## src/design/mcs_pkg.sv

```systemverilog
// Constants and types for the core special-function register block.
// Assumes one core clock and a CPU that drives SFR accesses on that clock.
package mcs_pkg;

  // Register addresses
  localparam logic [7:0] MCS_ADDR_SP   = 8'h81;
  localparam logic [7:0] MCS_ADDR_DPL  = 8'h82;
  localparam logic [7:0] MCS_ADDR_DPH  = 8'h83;
  localparam logic [7:0] MCS_ADDR_POWER_BAUD_CONTROL = 8'h87;
  localparam logic [7:0] MCS_ADDR_CFG  = 8'haf;
  localparam logic [7:0] MCS_ADDR_PSW  = 8'hd0;
  localparam logic [7:0] MCS_ADDR_ACC  = 8'he0;
  localparam logic [7:0] MCS_ADDR_B    = 8'hf0;

  // Address space split and bit addressing
  localparam int         MCS_SFR_SPACE_BIT = 7;
  localparam logic [7:0] MCS_BIT_BYTE_MASK = 8'hf8;

  // Reset values
  localparam logic [7:0] MCS_RST_SP   = 8'h07;
  localparam logic [7:0] MCS_RST_DPL  = 8'h00;
  localparam logic [7:0] MCS_RST_DPH  = 8'h00;
  localparam logic [7:0] MCS_RST_POWER_BAUD_CONTROL = 8'h00;
  localparam logic [7:0] MCS_RST_CFG  = 8'h80;
  localparam logic [7:0] MCS_RST_PSW  = 8'h00;
  localparam logic [7:0] MCS_RST_ACC  = 8'h00;
  localparam logic [7:0] MCS_RST_B    = 8'h00;

  // Status word fields
  localparam int MCS_PSW_CY  = 7;
  localparam int MCS_PSW_AC  = 6;
  localparam int MCS_PSW_F0  = 5;
  localparam int MCS_PSW_RS1 = 4;
  localparam int MCS_PSW_RS0 = 3;
  localparam int MCS_PSW_OV  = 2;
  localparam int MCS_PSW_F1  = 1;
  localparam int MCS_PSW_P   = 0;
  localparam logic [7:0] MCS_PSW_STORE_MASK = 8'hfe;

  // Power/baud control fields
  localparam int         MCS_POWER_BAUD_CONTROL_BAUD  = 7;
  localparam logic [7:0] MCS_POWER_BAUD_CONTROL_WMASK = 8'h80;

  // Configuration fields
  localparam int         MCS_CFG_KEEP  = 7;
  localparam int         MCS_CFG_UART  = 6;
  localparam int         MCS_CFG_SPI   = 5;
  localparam int         MCS_CFG_MOD   = 4;
  localparam int         MCS_CFG_XR1   = 1;
  localparam int         MCS_CFG_XR0   = 0;
  localparam logic [7:0] MCS_CFG_WMASK = 8'hf3;

  // Bank base step: eight registers per bank
  localparam int MCS_BANK_SHIFT = 3;

  typedef enum logic [2:0] {
    MCS_OP_NONE, MCS_OP_ADD, MCS_OP_ADDC, MCS_OP_SUBB, MCS_OP_MUL, MCS_OP_DIV, MCS_OP_OTHER
  } mcs_alu_op_t;

  typedef enum logic [1:0] {MCS_SP_KEEP, MCS_SP_INC, MCS_SP_DEC} mcs_sp_op_t;

  typedef enum logic [3:0] {
    MCS_RID_NONE, MCS_RID_SP, MCS_RID_DPL, MCS_RID_DPH, MCS_RID_POWER_BAUD_CONTROL,
    MCS_RID_CFG, MCS_RID_PSW, MCS_RID_ACC, MCS_RID_B
  } mcs_rid_t;

  typedef struct packed {
    mcs_alu_op_t alu_op;
    logic        cy;
    logic        ac;
    logic        ov;
    logic        acc_we;
    logic [7:0]  acc;
    logic        b_we;
    logic [7:0]  b;
    mcs_sp_op_t  sp_op;
    logic        dptr_we;
    logic        dptr_inc;
    logic [15:0] dptr;
  } mcs_core_upd_t;

  typedef struct packed {
    logic [7:0] sp;
    logic [7:0] data_pointer_low;
    logic [7:0] data_pointer_high;
    logic [7:0] power_baud_control;
    logic [7:0] cfg;
    logic [7:0] program_status;
    logic [7:0] acc;
    logic [7:0] b;
    logic [7:0] rdata;
    logic       rvalid;
  } mcs_state_t;

endpackage : mcs_pkg

```

## src/design/mcs_core_sfr.sv

```systemverilog
// Core special-function registers: status word, accumulator, B, data pointer,
// stack pointer, power/baud control and configuration byte.
// Assumes the CPU presents direct SFR accesses and instruction results on CLK.
`timescale 1ns/100ps

// Operation
// - Registers answer only direct accesses in upper 128 data addresses.
// - Accumulator E0, B F0, status D0 bit addressable; others byte only.
// - Carry, status bit 7, updated by add, addc, subb, mul, div.
// - Auxiliary carry, status bit 6, updated only by add and addc.
// - Status bits 5 and 1 are user flags, never changed implicitly.
// - Status bits 4:3 select register bank 0 to 3.
// - Overflow, status bit 2, updated by add, addc, subb, mul, div.
// - Status bit 0 keeps accumulator plus itself at even parity.
// - Power control resets zero; bit 7 doubles baud; 6:0 reserved.
// - Data pointer low and high bytes, reset zero, form 16-bit pointer.
// - Stack pointer is eight bits and resets to 7.
// - Configuration bit 6 selects standard or enhanced serial port.
// - Configuration bit 5 gives shared pins to I2C (0) or SPI (1).
// - Configuration bit 4 enables 38kHz modulation on selected pins.
// - Either configuration bit 1 or 0 enables MOVX to extended RAM.
module mcs_core_sfr
  import mcs_pkg::*;
(
  input  wire logic          CLK,
  input  wire logic          RST_N,
  input  wire logic [7:0]    SFR_ADDR,
  input  wire logic          SFR_INDIRECT,
  input  wire logic          SFR_RD,
  input  wire logic          SFR_WR,
  input  wire logic          SFR_BIT_RD,
  input  wire logic          SFR_BIT_WR,
  input  wire logic [7:0]    SFR_WDATA,
  output logic               SFR_HIT,
  output logic [7:0]         SFR_RDATA,
  output logic               SFR_RVALID,
  input  wire mcs_core_upd_t CORE_UPD,
  input  wire logic [7:0]    CARRIER_PIN_SELECT,
  output logic [7:0]         ACC_OUT,
  output logic [7:0]         B_OUT,
  output logic [7:0]         PSW_OUT,
  output logic [15:0]        DPTR_OUT,
  output logic [7:0]         SP_OUT,
  output logic [1:0]         BANK_SEL,
  output logic [4:0]         BANK_BASE,
  output logic               BAUD_DOUBLE,
  output logic               UART_ENHANCE,
  output logic               SERIAL_PORT_SPI,
  output logic [7:0]         CARRIER_PIN_EN,
  output logic               XRAM_MOVX_EN,
  output logic               CFG_KEEP_LOW
);

  mcs_state_t r_r;
  mcs_state_t r_nxt;

  logic       parity;
  logic       any_acc;
  logic       bit_acc;
  logic [7:0] byte_addr;
  mcs_rid_t   rid;
  logic       hit;
  logic [7:0] cur_val;
  logic [7:0] new_val;
  logic [2:0] bit_idx;

  // Address to register decode
  function automatic mcs_rid_t sfr_decode(input logic [7:0] addr);
    case (addr)
      MCS_ADDR_SP:   sfr_decode = MCS_RID_SP;
      MCS_ADDR_DPL:  sfr_decode = MCS_RID_DPL;
      MCS_ADDR_DPH:  sfr_decode = MCS_RID_DPH;
      MCS_ADDR_POWER_BAUD_CONTROL: sfr_decode = MCS_RID_POWER_BAUD_CONTROL;
      MCS_ADDR_CFG:  sfr_decode = MCS_RID_CFG;
      MCS_ADDR_PSW:  sfr_decode = MCS_RID_PSW;
      MCS_ADDR_ACC:  sfr_decode = MCS_RID_ACC;
      MCS_ADDR_B:    sfr_decode = MCS_RID_B;
      default:       sfr_decode = MCS_RID_NONE;
    endcase
  endfunction : sfr_decode

  // Only accumulator, B and status take bit accesses
  function automatic logic bit_capable(input mcs_rid_t id);
    bit_capable = (id == MCS_RID_ACC) || (id == MCS_RID_B) || (id == MCS_RID_PSW);
  endfunction : bit_capable

  // Read view of a register
  function automatic logic [7:0] reg_view(input mcs_state_t s, input mcs_rid_t id, input logic par);
    case (id)
      MCS_RID_SP:   reg_view = s.sp;
      MCS_RID_DPL:  reg_view = s.data_pointer_low;
      MCS_RID_DPH:  reg_view = s.data_pointer_high;
      MCS_RID_POWER_BAUD_CONTROL: reg_view = s.power_baud_control & MCS_POWER_BAUD_CONTROL_WMASK;
      MCS_RID_CFG:  reg_view = s.cfg & MCS_CFG_WMASK;
      MCS_RID_PSW:  reg_view = (s.program_status & MCS_PSW_STORE_MASK) | {7'h00, par};
      MCS_RID_ACC:  reg_view = s.acc;
      MCS_RID_B:    reg_view = s.b;
      default:      reg_view = 8'h00;
    endcase
  endfunction : reg_view

  // Even parity over accumulator and parity bit
  assign parity = ^r_r.acc;

  // Access decode
  always_comb begin
    any_acc   = SFR_RD | SFR_WR | SFR_BIT_RD | SFR_BIT_WR;
    bit_acc   = SFR_BIT_RD | SFR_BIT_WR;
    byte_addr = bit_acc ? (SFR_ADDR & MCS_BIT_BYTE_MASK) : SFR_ADDR;
    bit_idx   = SFR_ADDR[2:0];
    rid       = sfr_decode(byte_addr);
    hit       = any_acc && !SFR_INDIRECT && SFR_ADDR[MCS_SFR_SPACE_BIT]
                && (rid != MCS_RID_NONE) && (!bit_acc || bit_capable(rid));
    cur_val   = reg_view(r_r, rid, parity);
    new_val   = cur_val;
    if (SFR_BIT_WR) begin
      new_val[bit_idx] = SFR_WDATA[0];
    end else begin
      new_val = SFR_WDATA;
    end
  end

  assign SFR_HIT = hit;

  // Next state
  always_comb begin
    r_nxt        = r_r;
    r_nxt.rvalid = 1'b0;

    // Instruction flag updates
    case (CORE_UPD.alu_op)
      MCS_OP_ADD, MCS_OP_ADDC: begin
        r_nxt.program_status[MCS_PSW_CY] = CORE_UPD.cy;
        r_nxt.program_status[MCS_PSW_AC] = CORE_UPD.ac;
        r_nxt.program_status[MCS_PSW_OV] = CORE_UPD.ov;
      end
      MCS_OP_SUBB, MCS_OP_MUL, MCS_OP_DIV: begin
        r_nxt.program_status[MCS_PSW_CY] = CORE_UPD.cy;
        r_nxt.program_status[MCS_PSW_OV] = CORE_UPD.ov;
      end
      default: begin
        r_nxt.program_status = r_r.program_status;
      end
    endcase

    // Instruction results
    if (CORE_UPD.acc_we) begin
      r_nxt.acc = CORE_UPD.acc;
    end
    if (CORE_UPD.b_we) begin
      r_nxt.b = CORE_UPD.b;
    end
    case (CORE_UPD.sp_op)
      MCS_SP_INC: begin
        r_nxt.sp = r_r.sp + 8'h01;
      end
      MCS_SP_DEC: begin
        r_nxt.sp = r_r.sp - 8'h01;
      end
      default: begin
        r_nxt.sp = r_r.sp;
      end
    endcase
    if (CORE_UPD.dptr_we) begin
      {r_nxt.data_pointer_high, r_nxt.data_pointer_low} = CORE_UPD.dptr;
    end else if (CORE_UPD.dptr_inc) begin
      {r_nxt.data_pointer_high, r_nxt.data_pointer_low} = {r_r.data_pointer_high, r_r.data_pointer_low} + 16'h0001;
    end

    // Direct writes take priority over instruction results
    if (hit && (SFR_WR || SFR_BIT_WR)) begin
      case (rid)
        MCS_RID_SP: begin
          r_nxt.sp = new_val;
        end
        MCS_RID_DPL: begin
          r_nxt.data_pointer_low = new_val;
        end
        MCS_RID_DPH: begin
          r_nxt.data_pointer_high = new_val;
        end
        MCS_RID_POWER_BAUD_CONTROL: begin
          r_nxt.power_baud_control = new_val & MCS_POWER_BAUD_CONTROL_WMASK;
        end
        MCS_RID_CFG: begin
          r_nxt.cfg = new_val & MCS_CFG_WMASK;
        end
        MCS_RID_PSW: begin
          r_nxt.program_status = new_val & MCS_PSW_STORE_MASK;
        end
        MCS_RID_ACC: begin
          r_nxt.acc = new_val;
        end
        MCS_RID_B: begin
          r_nxt.b = new_val;
        end
        default: begin
          r_nxt.b = r_nxt.b;
        end
      endcase
    end

    // Read answer one cycle later
    if (SFR_RD || SFR_BIT_RD) begin
      r_nxt.rvalid = 1'b1;
      if (!hit) begin
        r_nxt.rdata = 8'h00;
      end else if (SFR_BIT_RD) begin
        r_nxt.rdata = {7'h00, cur_val[bit_idx]};
      end else begin
        r_nxt.rdata = cur_val;
      end
    end
  end

  always_ff @(posedge CLK or negedge RST_N) begin
    if (!RST_N) begin
      r_r.sp     <= MCS_RST_SP;
      r_r.data_pointer_low    <= MCS_RST_DPL;
      r_r.data_pointer_high    <= MCS_RST_DPH;
      r_r.power_baud_control   <= MCS_RST_POWER_BAUD_CONTROL;
      r_r.cfg    <= MCS_RST_CFG;
      r_r.program_status    <= MCS_RST_PSW;
      r_r.acc    <= MCS_RST_ACC;
      r_r.b      <= MCS_RST_B;
      r_r.rdata  <= 8'h00;
      r_r.rvalid <= 1'b0;
    end else begin
      r_r <= r_nxt;
    end
  end

  // Register views
  assign SFR_RDATA  = r_r.rdata;
  assign SFR_RVALID = r_r.rvalid;
  assign ACC_OUT    = r_r.acc;
  assign B_OUT      = r_r.b;
  assign PSW_OUT    = reg_view(r_r, MCS_RID_PSW, parity);
  assign DPTR_OUT   = {r_r.data_pointer_high, r_r.data_pointer_low};
  assign SP_OUT     = r_r.sp;

  // Bank select
  assign BANK_SEL  = {r_r.program_status[MCS_PSW_RS1], r_r.program_status[MCS_PSW_RS0]};
  assign BANK_BASE = 5'(BANK_SEL) << MCS_BANK_SHIFT;

  // Control fields
  assign BAUD_DOUBLE     = r_r.power_baud_control[MCS_POWER_BAUD_CONTROL_BAUD];
  assign UART_ENHANCE    = r_r.cfg[MCS_CFG_UART];
  assign SERIAL_PORT_SPI = r_r.cfg[MCS_CFG_SPI];
  assign CARRIER_PIN_EN  = CARRIER_PIN_SELECT & {8{r_r.cfg[MCS_CFG_MOD]}};
  assign XRAM_MOVX_EN    = r_r.cfg[MCS_CFG_XR1] | r_r.cfg[MCS_CFG_XR0];
  assign CFG_KEEP_LOW    = ~r_r.cfg[MCS_CFG_KEEP];

endmodule : mcs_core_sfr

```

## config.mk

```make
export PLATFORM = sky130hd
export DESIGN_NAME = mcs_core_sfr
export DESIGN_NICKNAME = d
export VERILOG_FILES = /design/src/design/mcs_pkg.sv /design/src/design/mcs_core_sfr.sv
export SDC_FILE = /design/constraint.sdc
export NUM_CORES = 1
export LEC_CHECK = 0
export BUFFER_PORTS_ARGS = -buffer_cell sky130_fd_sc_hd__buf_4
export CORE_MARGIN = 5
export CORE_UTILIZATION = 51
export DETAILED_ROUTE_END_ITERATION = 12
export PLACE_DENSITY = 0.8
export SLEW_MARGIN = 10
export SYNTH_ARGS = -nofsm -noshare
export SYNTH_HDL_FRONTEND = slang
export SYNTH_SLANG_ARGS = --single-unit
```

## constraint.sdc

```tcl
create_clock -name CLK -period 3.1 [get_ports CLK]
set_input_delay 0.465 -clock CLK [delete_from_list [all_inputs] [get_ports CLK]]
set_output_delay 0.465 -clock CLK [all_outputs]
set_load 0.02 [all_outputs]
```

=== Word-level counts from Yosys, hierarchy flattened ===
Index checks and enable logic that the tools add are counted.
Widths: inputs -> output; s select.

* Add/sub/neg operators: 3
* Magnitude comparators: 2
* Bitwise operators: 8
* Mux-type cells: 29
* Eq/ne operators: 23
* Reductions and logical operators: 20

{| class="wikitable"
|+ Operator list
! cell !! number
|-
| $mux 8 || 13
|-
| $eq 8x8->1 const B || 8
|-
| $mux 64 || 1
|-
| $pmux 8 s8 || 1
|-
| $mux 16 || 2
|-
| $pmux 4 s8 || 1
|-
| $add 16x1->16 const B || 1
|-
| $eq 4x3->1 const B || 4
|-
| $pmux 8 s2 || 1
|-
| $add 8x1->8 const B || 1
|-
| $and 8x8->8 || 1
|-
| $bwmux 8 || 1
|-
| $eq 4x2->1 const B || 2
|-
| $or 8x1->8 || 1
|-
| $reduce_xor 8->1 || 1
|-
| $sub 8x1->8 const B || 1
|-
| $eq 3x2->1 const B || 2
|-
| $eq 3x3->1 const B || 2
|-
| $logic_and 1x1->1 || 6
|-
| $mux 1 || 6
|-
| $reduce_and 2->1 || 3
|-
| $logic_or 1x1->1 || 5
|-
| $or 1x1->1 || 5
|-
| $reduce_or 5->1 || 1
|-
| other kinds (14) || 15
|}

* Input port bits: 75
* Output and inout bits: 78
* Logic and storage cells: 96
* Flip-flop bits (word level): 63

=== Longest topological paths before layout ===
* Word-level depth: 11
* Gate-level depth with buffers: 11

=== Worst setup path before layout ===
Ideal clock, no wire load.

* Path kind: input to output
* Start: input port SFR_ADDR[1]
* End: output port SFR_HIT
* Stages on the path: 6
* Setup slack: 468 ps
* Arrival time: 2167 ps
* Path through: buf_2 -> or3_4 -> a21oi_4 -> o21ai_2 -> a21oi_1 -> a21boi_0

* Word-level cells in the longest chain between the ends: 8

{| class="wikitable"
|+ Ends and longest elaborated chain
! item !! RTL line !! source
|-
| from (decl) || mcs_core_sfr.sv:27 || <nowiki>input wire logic [7:0] SFR_ADDR,</nowiki>
|-
| $mux 3 * || mcs_core_sfr.sv:109 || <nowiki>byte_addr = bit_acc ? (SFR_ADDR & MCS_BIT_BYTE_MASK) : SFR_ADDR;</nowiki>
|-
| $eq 8x8->1 || mcs_core_sfr.sv:69 || <nowiki>case (addr)</nowiki>
|-
| $pmux 4 s8 * || mcs_core_sfr.sv:69 ||
|-
| $eq 4x3->1 or $eq 4x4->1 (tied branches) || mcs_core_sfr.sv:84 || <nowiki>bit_capable = (id == MCS_RID_ACC) || (id == MCS_RID_B) || (id == MCS_RID_PSW);</nowiki>
|-
| $logic_or 1x1->1 (2 in series) || mcs_core_sfr.sv:84 ||
|-
| $logic_or 1x1->1 || mcs_core_sfr.sv:113 || <nowiki>&& (rid != MCS_RID_NONE) && (!bit_acc || bit_capable(rid));</nowiki>
|-
| $logic_and 1x1->1 * || mcs_core_sfr.sv:113 ||
|-
| to (decl) || mcs_core_sfr.sv:34 || <nowiki>output logic SFR_HIT,</nowiki>
|}

Mark *: on every way between the ends. The rest lies on a longest branch, timed or not.

==> results.py <==
metrics = {
    "floorplanning": {
        "die_h_microns": 108.9,
        "rows": 36,
        "die_x_microns": 108.9,
        "start_util": 0.5174,
        "io_pins": 153,
        "floorplan.core_area_sq_um": 9639,
        "die_area_sq_um": 11860,
    },
    "logic_synthesis": {
        "synthCells": 584,
        "yosysSeqAreaShare": 0.3171,
        "async_reset_ff_frac": 1.000,
        "ys_top_cells_by_count": "nand2_1, buf_4, dfrtp_1",
        "netlist.area_leader.share": 0.2960,
        "yosys_most_used_dff": "dfrtp_1",
        "avgSynthCellArea_sq_um": 8.540,
        "synth.largest_area_cell": "dfrtp_1",
        "yosys.cell_count.top_type": "nand2_1",
        "synth_area_sq_um": 4987,
        "synth-edff-count": 0,
        "ys.warnings.count": 0,
        "synth_area_leaders": "dfrtp_1, buf_4, mux2_2, nand2_1, o21ai_0",
        "synth.distinct_cells": 64,
        "ys_seq_elements": 63,
    },
    "sta": {
        "finClkSkew_ps": 17.52,
        "setup_viol": 0,
        "fin_tns_setup_ps": 0,
        "max_clock_freq_ghz": 0.3715,
        "min_period_ps": 2692,
        "relSlewSlack": 0.4683,
        "hold_violations": 0,
        "fin_crit_sh": 0.8684,
        "final_max_slew_viol_count": 0,
        "worstMarginPinSlew_ps": 797.5,
        "holdWs_ps": 184.3,
        "rsz0062_at_grt": "false",
    },
    "pwr": {
        "p_switching_mw": 1.091,
        "clock_power_share": 0.250,
        "swShare": 0.3749,
        "peakVddDrop_uv": 375.5,
        "intPower_mw": 1.820,
        "power.leakage_nw": 2.765,
        "seqPwrFrac": 0.371,
        "power_density_nw_per_um2": 486.3,
        "p_comb_frac": 0.379,
    },
    "clocking": {
        "ctsHoldBuffers": 0,
        "postCtsSetupRepairBufs": 0,
        "htree_num_levels": 3,
        "clock_latency_ps": 360,
        "cts-root-buf": "clkbuf_8",
        "cts_num_sinks": 63,
        "cts_buffer_depth": 2,
        "cts_resized": 0,
        "cts_tree": "built",
        "numCtsBuffers": 9,
        "clkTransAtPathRegs_ps": 70,
    },
    "critical_path": {
        "critical_path.max_stage_delay_ps": 480,
        "worst_path_max_delay_cell": "a2111oi_0",
        "ff2ff_path_depth": 8,
        "endpoint_kind": "register",
        "worstReg2RegStart": "SP_OUT[1]$_DFF_PN1_",
        "startpoint_type": "input pin",
        "r2r-end": "SP_OUT[7]$_DFF_PN0_",
        "cp.arrival_ps": 2930,
        "required_ps": 3340,
        "path_class": "in2reg",
        "crit_buf_inv": 2,
        "crit_fanout": 8,
        "worstPathCellList": "buf_4 -> inv_1 -> ha_1 -> ha_1 -> a21o_1 -> a21oi_1 -> o21ai_0 -> a2111oi_0 -> nor3_1 -> a311o_1 -> a21boi_1",
        "ff2ff_setup_slack_ps": 520,
        "cp_top_family": "compound AO/OA/AOI/OAI gates",
        "crit_path_frequent_cell": "ha_1",
    },
    "route": {
        "ant_nets": 0,
        "viasPerCell": 5.646,
        "dr_total_vias": 4579,
        "routed_wl_microns": 14950,
        "firstDrtPassIters": 5,
        "drc": 0,
        "wire_per_inst_microns": 18.44,
        "drt-initial-drc-count": 238,
    },
    "global_routing": {
        "use_met2": 0.3969,
        "grt_pass1_wl_microns": 23150,
        "globalRouteMet1Util": 0.3391,
        "grt_busiest_layer": "met2",
        "grt_util_met3": 0.05506,
        "grt_usage": 0.2535,
        "antenna_found_initial": 0,
        "grt_max_degree": 64,
        "grt_pass1_vias": 4402,
        "overflow": 0,
    },
    "flow_run": {
        "drv_cap": 0,
    },
    "outcome": {
        "status": "finished, final reports clean",
    },
    "cells_and_area": {
        "num_antenna_cells": 0,
        "drive_gt1_frac": 0.3348,
        "area_delta_synth_final_pct": 20.02,
        "fin_nets": 757,
    },
    "placement": {
        "dp_hpwl_microns": 11600,
        "routabilityCongestion": 0.9031,
        "port_buffers": 149,
    },
    "hold_path": {
        "hold_class": "in2async",
    },
}
metal layers:
layer,vias to the layer above,share of wire
li1,2188,-
met1,2180,0.41
met2,178,0.48
met3,33,0.080
met4,0,0.029
met5,-,0
worst max path at each step:
stage                 start                  end  cells after the start
5_1_grt         SFR_ADDR[4]  r_r[34]$_DFFE_PN0P_                      8
3_3_place_gp     SFR_BIT_WR  r_r[33]$_DFFE_PN0P_                      9
4_1_cts         SFR_ADDR[4]              SFR_HIT                      7
3_5_place_dp   CORE_UPD[18]  SP_OUT[7]$_DFF_PN0_                     11
2_1_floorplan   SFR_ADDR[1]              SFR_HIT                      6
6_report       CORE_UPD[18]  SP_OUT[7]$_DFF_PN0_                     11
final cells by class:
| type | instances | area, sq um |
|---|---|---|
| Clock buffer | 9 | 123.9 |
| Clock inverter | 7 | 72.57 |
| Inverter | 14 | 52.55 |
| Timing Repair Buffer | 167 | 1254 |
| Tap cell | 133 | 166.4 |
| Fill cell | 876 | 3654 |
| Sequential cell | 63 | 1582 |
| Multi-Input combinational cell | 418 | 2735 |
registers in the layout, summed over array words and instances, names as in the netlist:
| signal | flops |
|---|---|
| DPTR_OUT | 16 |
| r_r | 9 |
| ACC_OUT | 8 |
| B_OUT | 8 |
| SFR_RDATA | 8 |
| SP_OUT | 8 |
| BANK_BASE | 2 |
| BAUD_DOUBLE | 1 |
| SERIAL_PORT_SPI | 1 |
| SFR_RVALID | 1 |
| UART_ENHANCE | 1 |
logic make-up (layout without fill, tap and decap cells):
group | after synthesis | after routing | synth area share
adder cells (fa/ha/maj) | 9 | 9 | 0.02409
AND/OR/NAND/NOR | 194 | 194 | 0.2000
AO/OA/AOI/OAI | 148 | 148 | 0.1939
XOR/XNOR | 27 | 27 | 0.04742
flip-flops | 63 | 63 | 0.3171
multiplexers | 37 | 37 | 0.08078
buffers and inverters | 105 | 197 | 0.1360
other | 1 | 3 | 0.0007519
power by group through the flow:
| stage | Sequential [mW] | Combinational (mW) | Clock (mW) |
|---|---|---|---|
| global placement | 1.09 | 1.08 | 0 |
| detailed placement | 1.09 | 1.10 | 0 |
| finish | 1.08 | 1.10 | 0.728 |
| floorplan | 1.03 | 0.848 | 0 |
| global route | 1.09 | 1.22 | 0.776 |
| CTS | 1.08 | 1.11 | 0.732 |
per-stage QoR:
stage          setup slack (ps)  total power, mW  area, sq um  std cells  utilization
3_3_place_gp              194.5            2.168         5789        795       0.6006
6_report                  408.0            2.911         5986        811       0.6210
2_1_floorplan             468.3            1.883         4995        586            -
4_1_cts                   456.2            2.917         5986        811       0.6210
3_5_place_dp              136.3            2.195         5789        795       0.6006
5_1_grt                   188.1            3.091         5986        811       0.6210
layout by cell type, fill, tap and decap left out, drive strengths merged, types with 11 or more instances in the layout:
cell,Yosys,final
dfrtp,59,59
nand2,73,73
o21ai,57,57
mux2i,11,11
mux2,26,26
nor2b,21,21
a211oi,18,18
inv,14,15
buf,78,167
a21oi,30,30
xnor2,18,18
nor2,32,32
(Power assumes the default switching activity.)
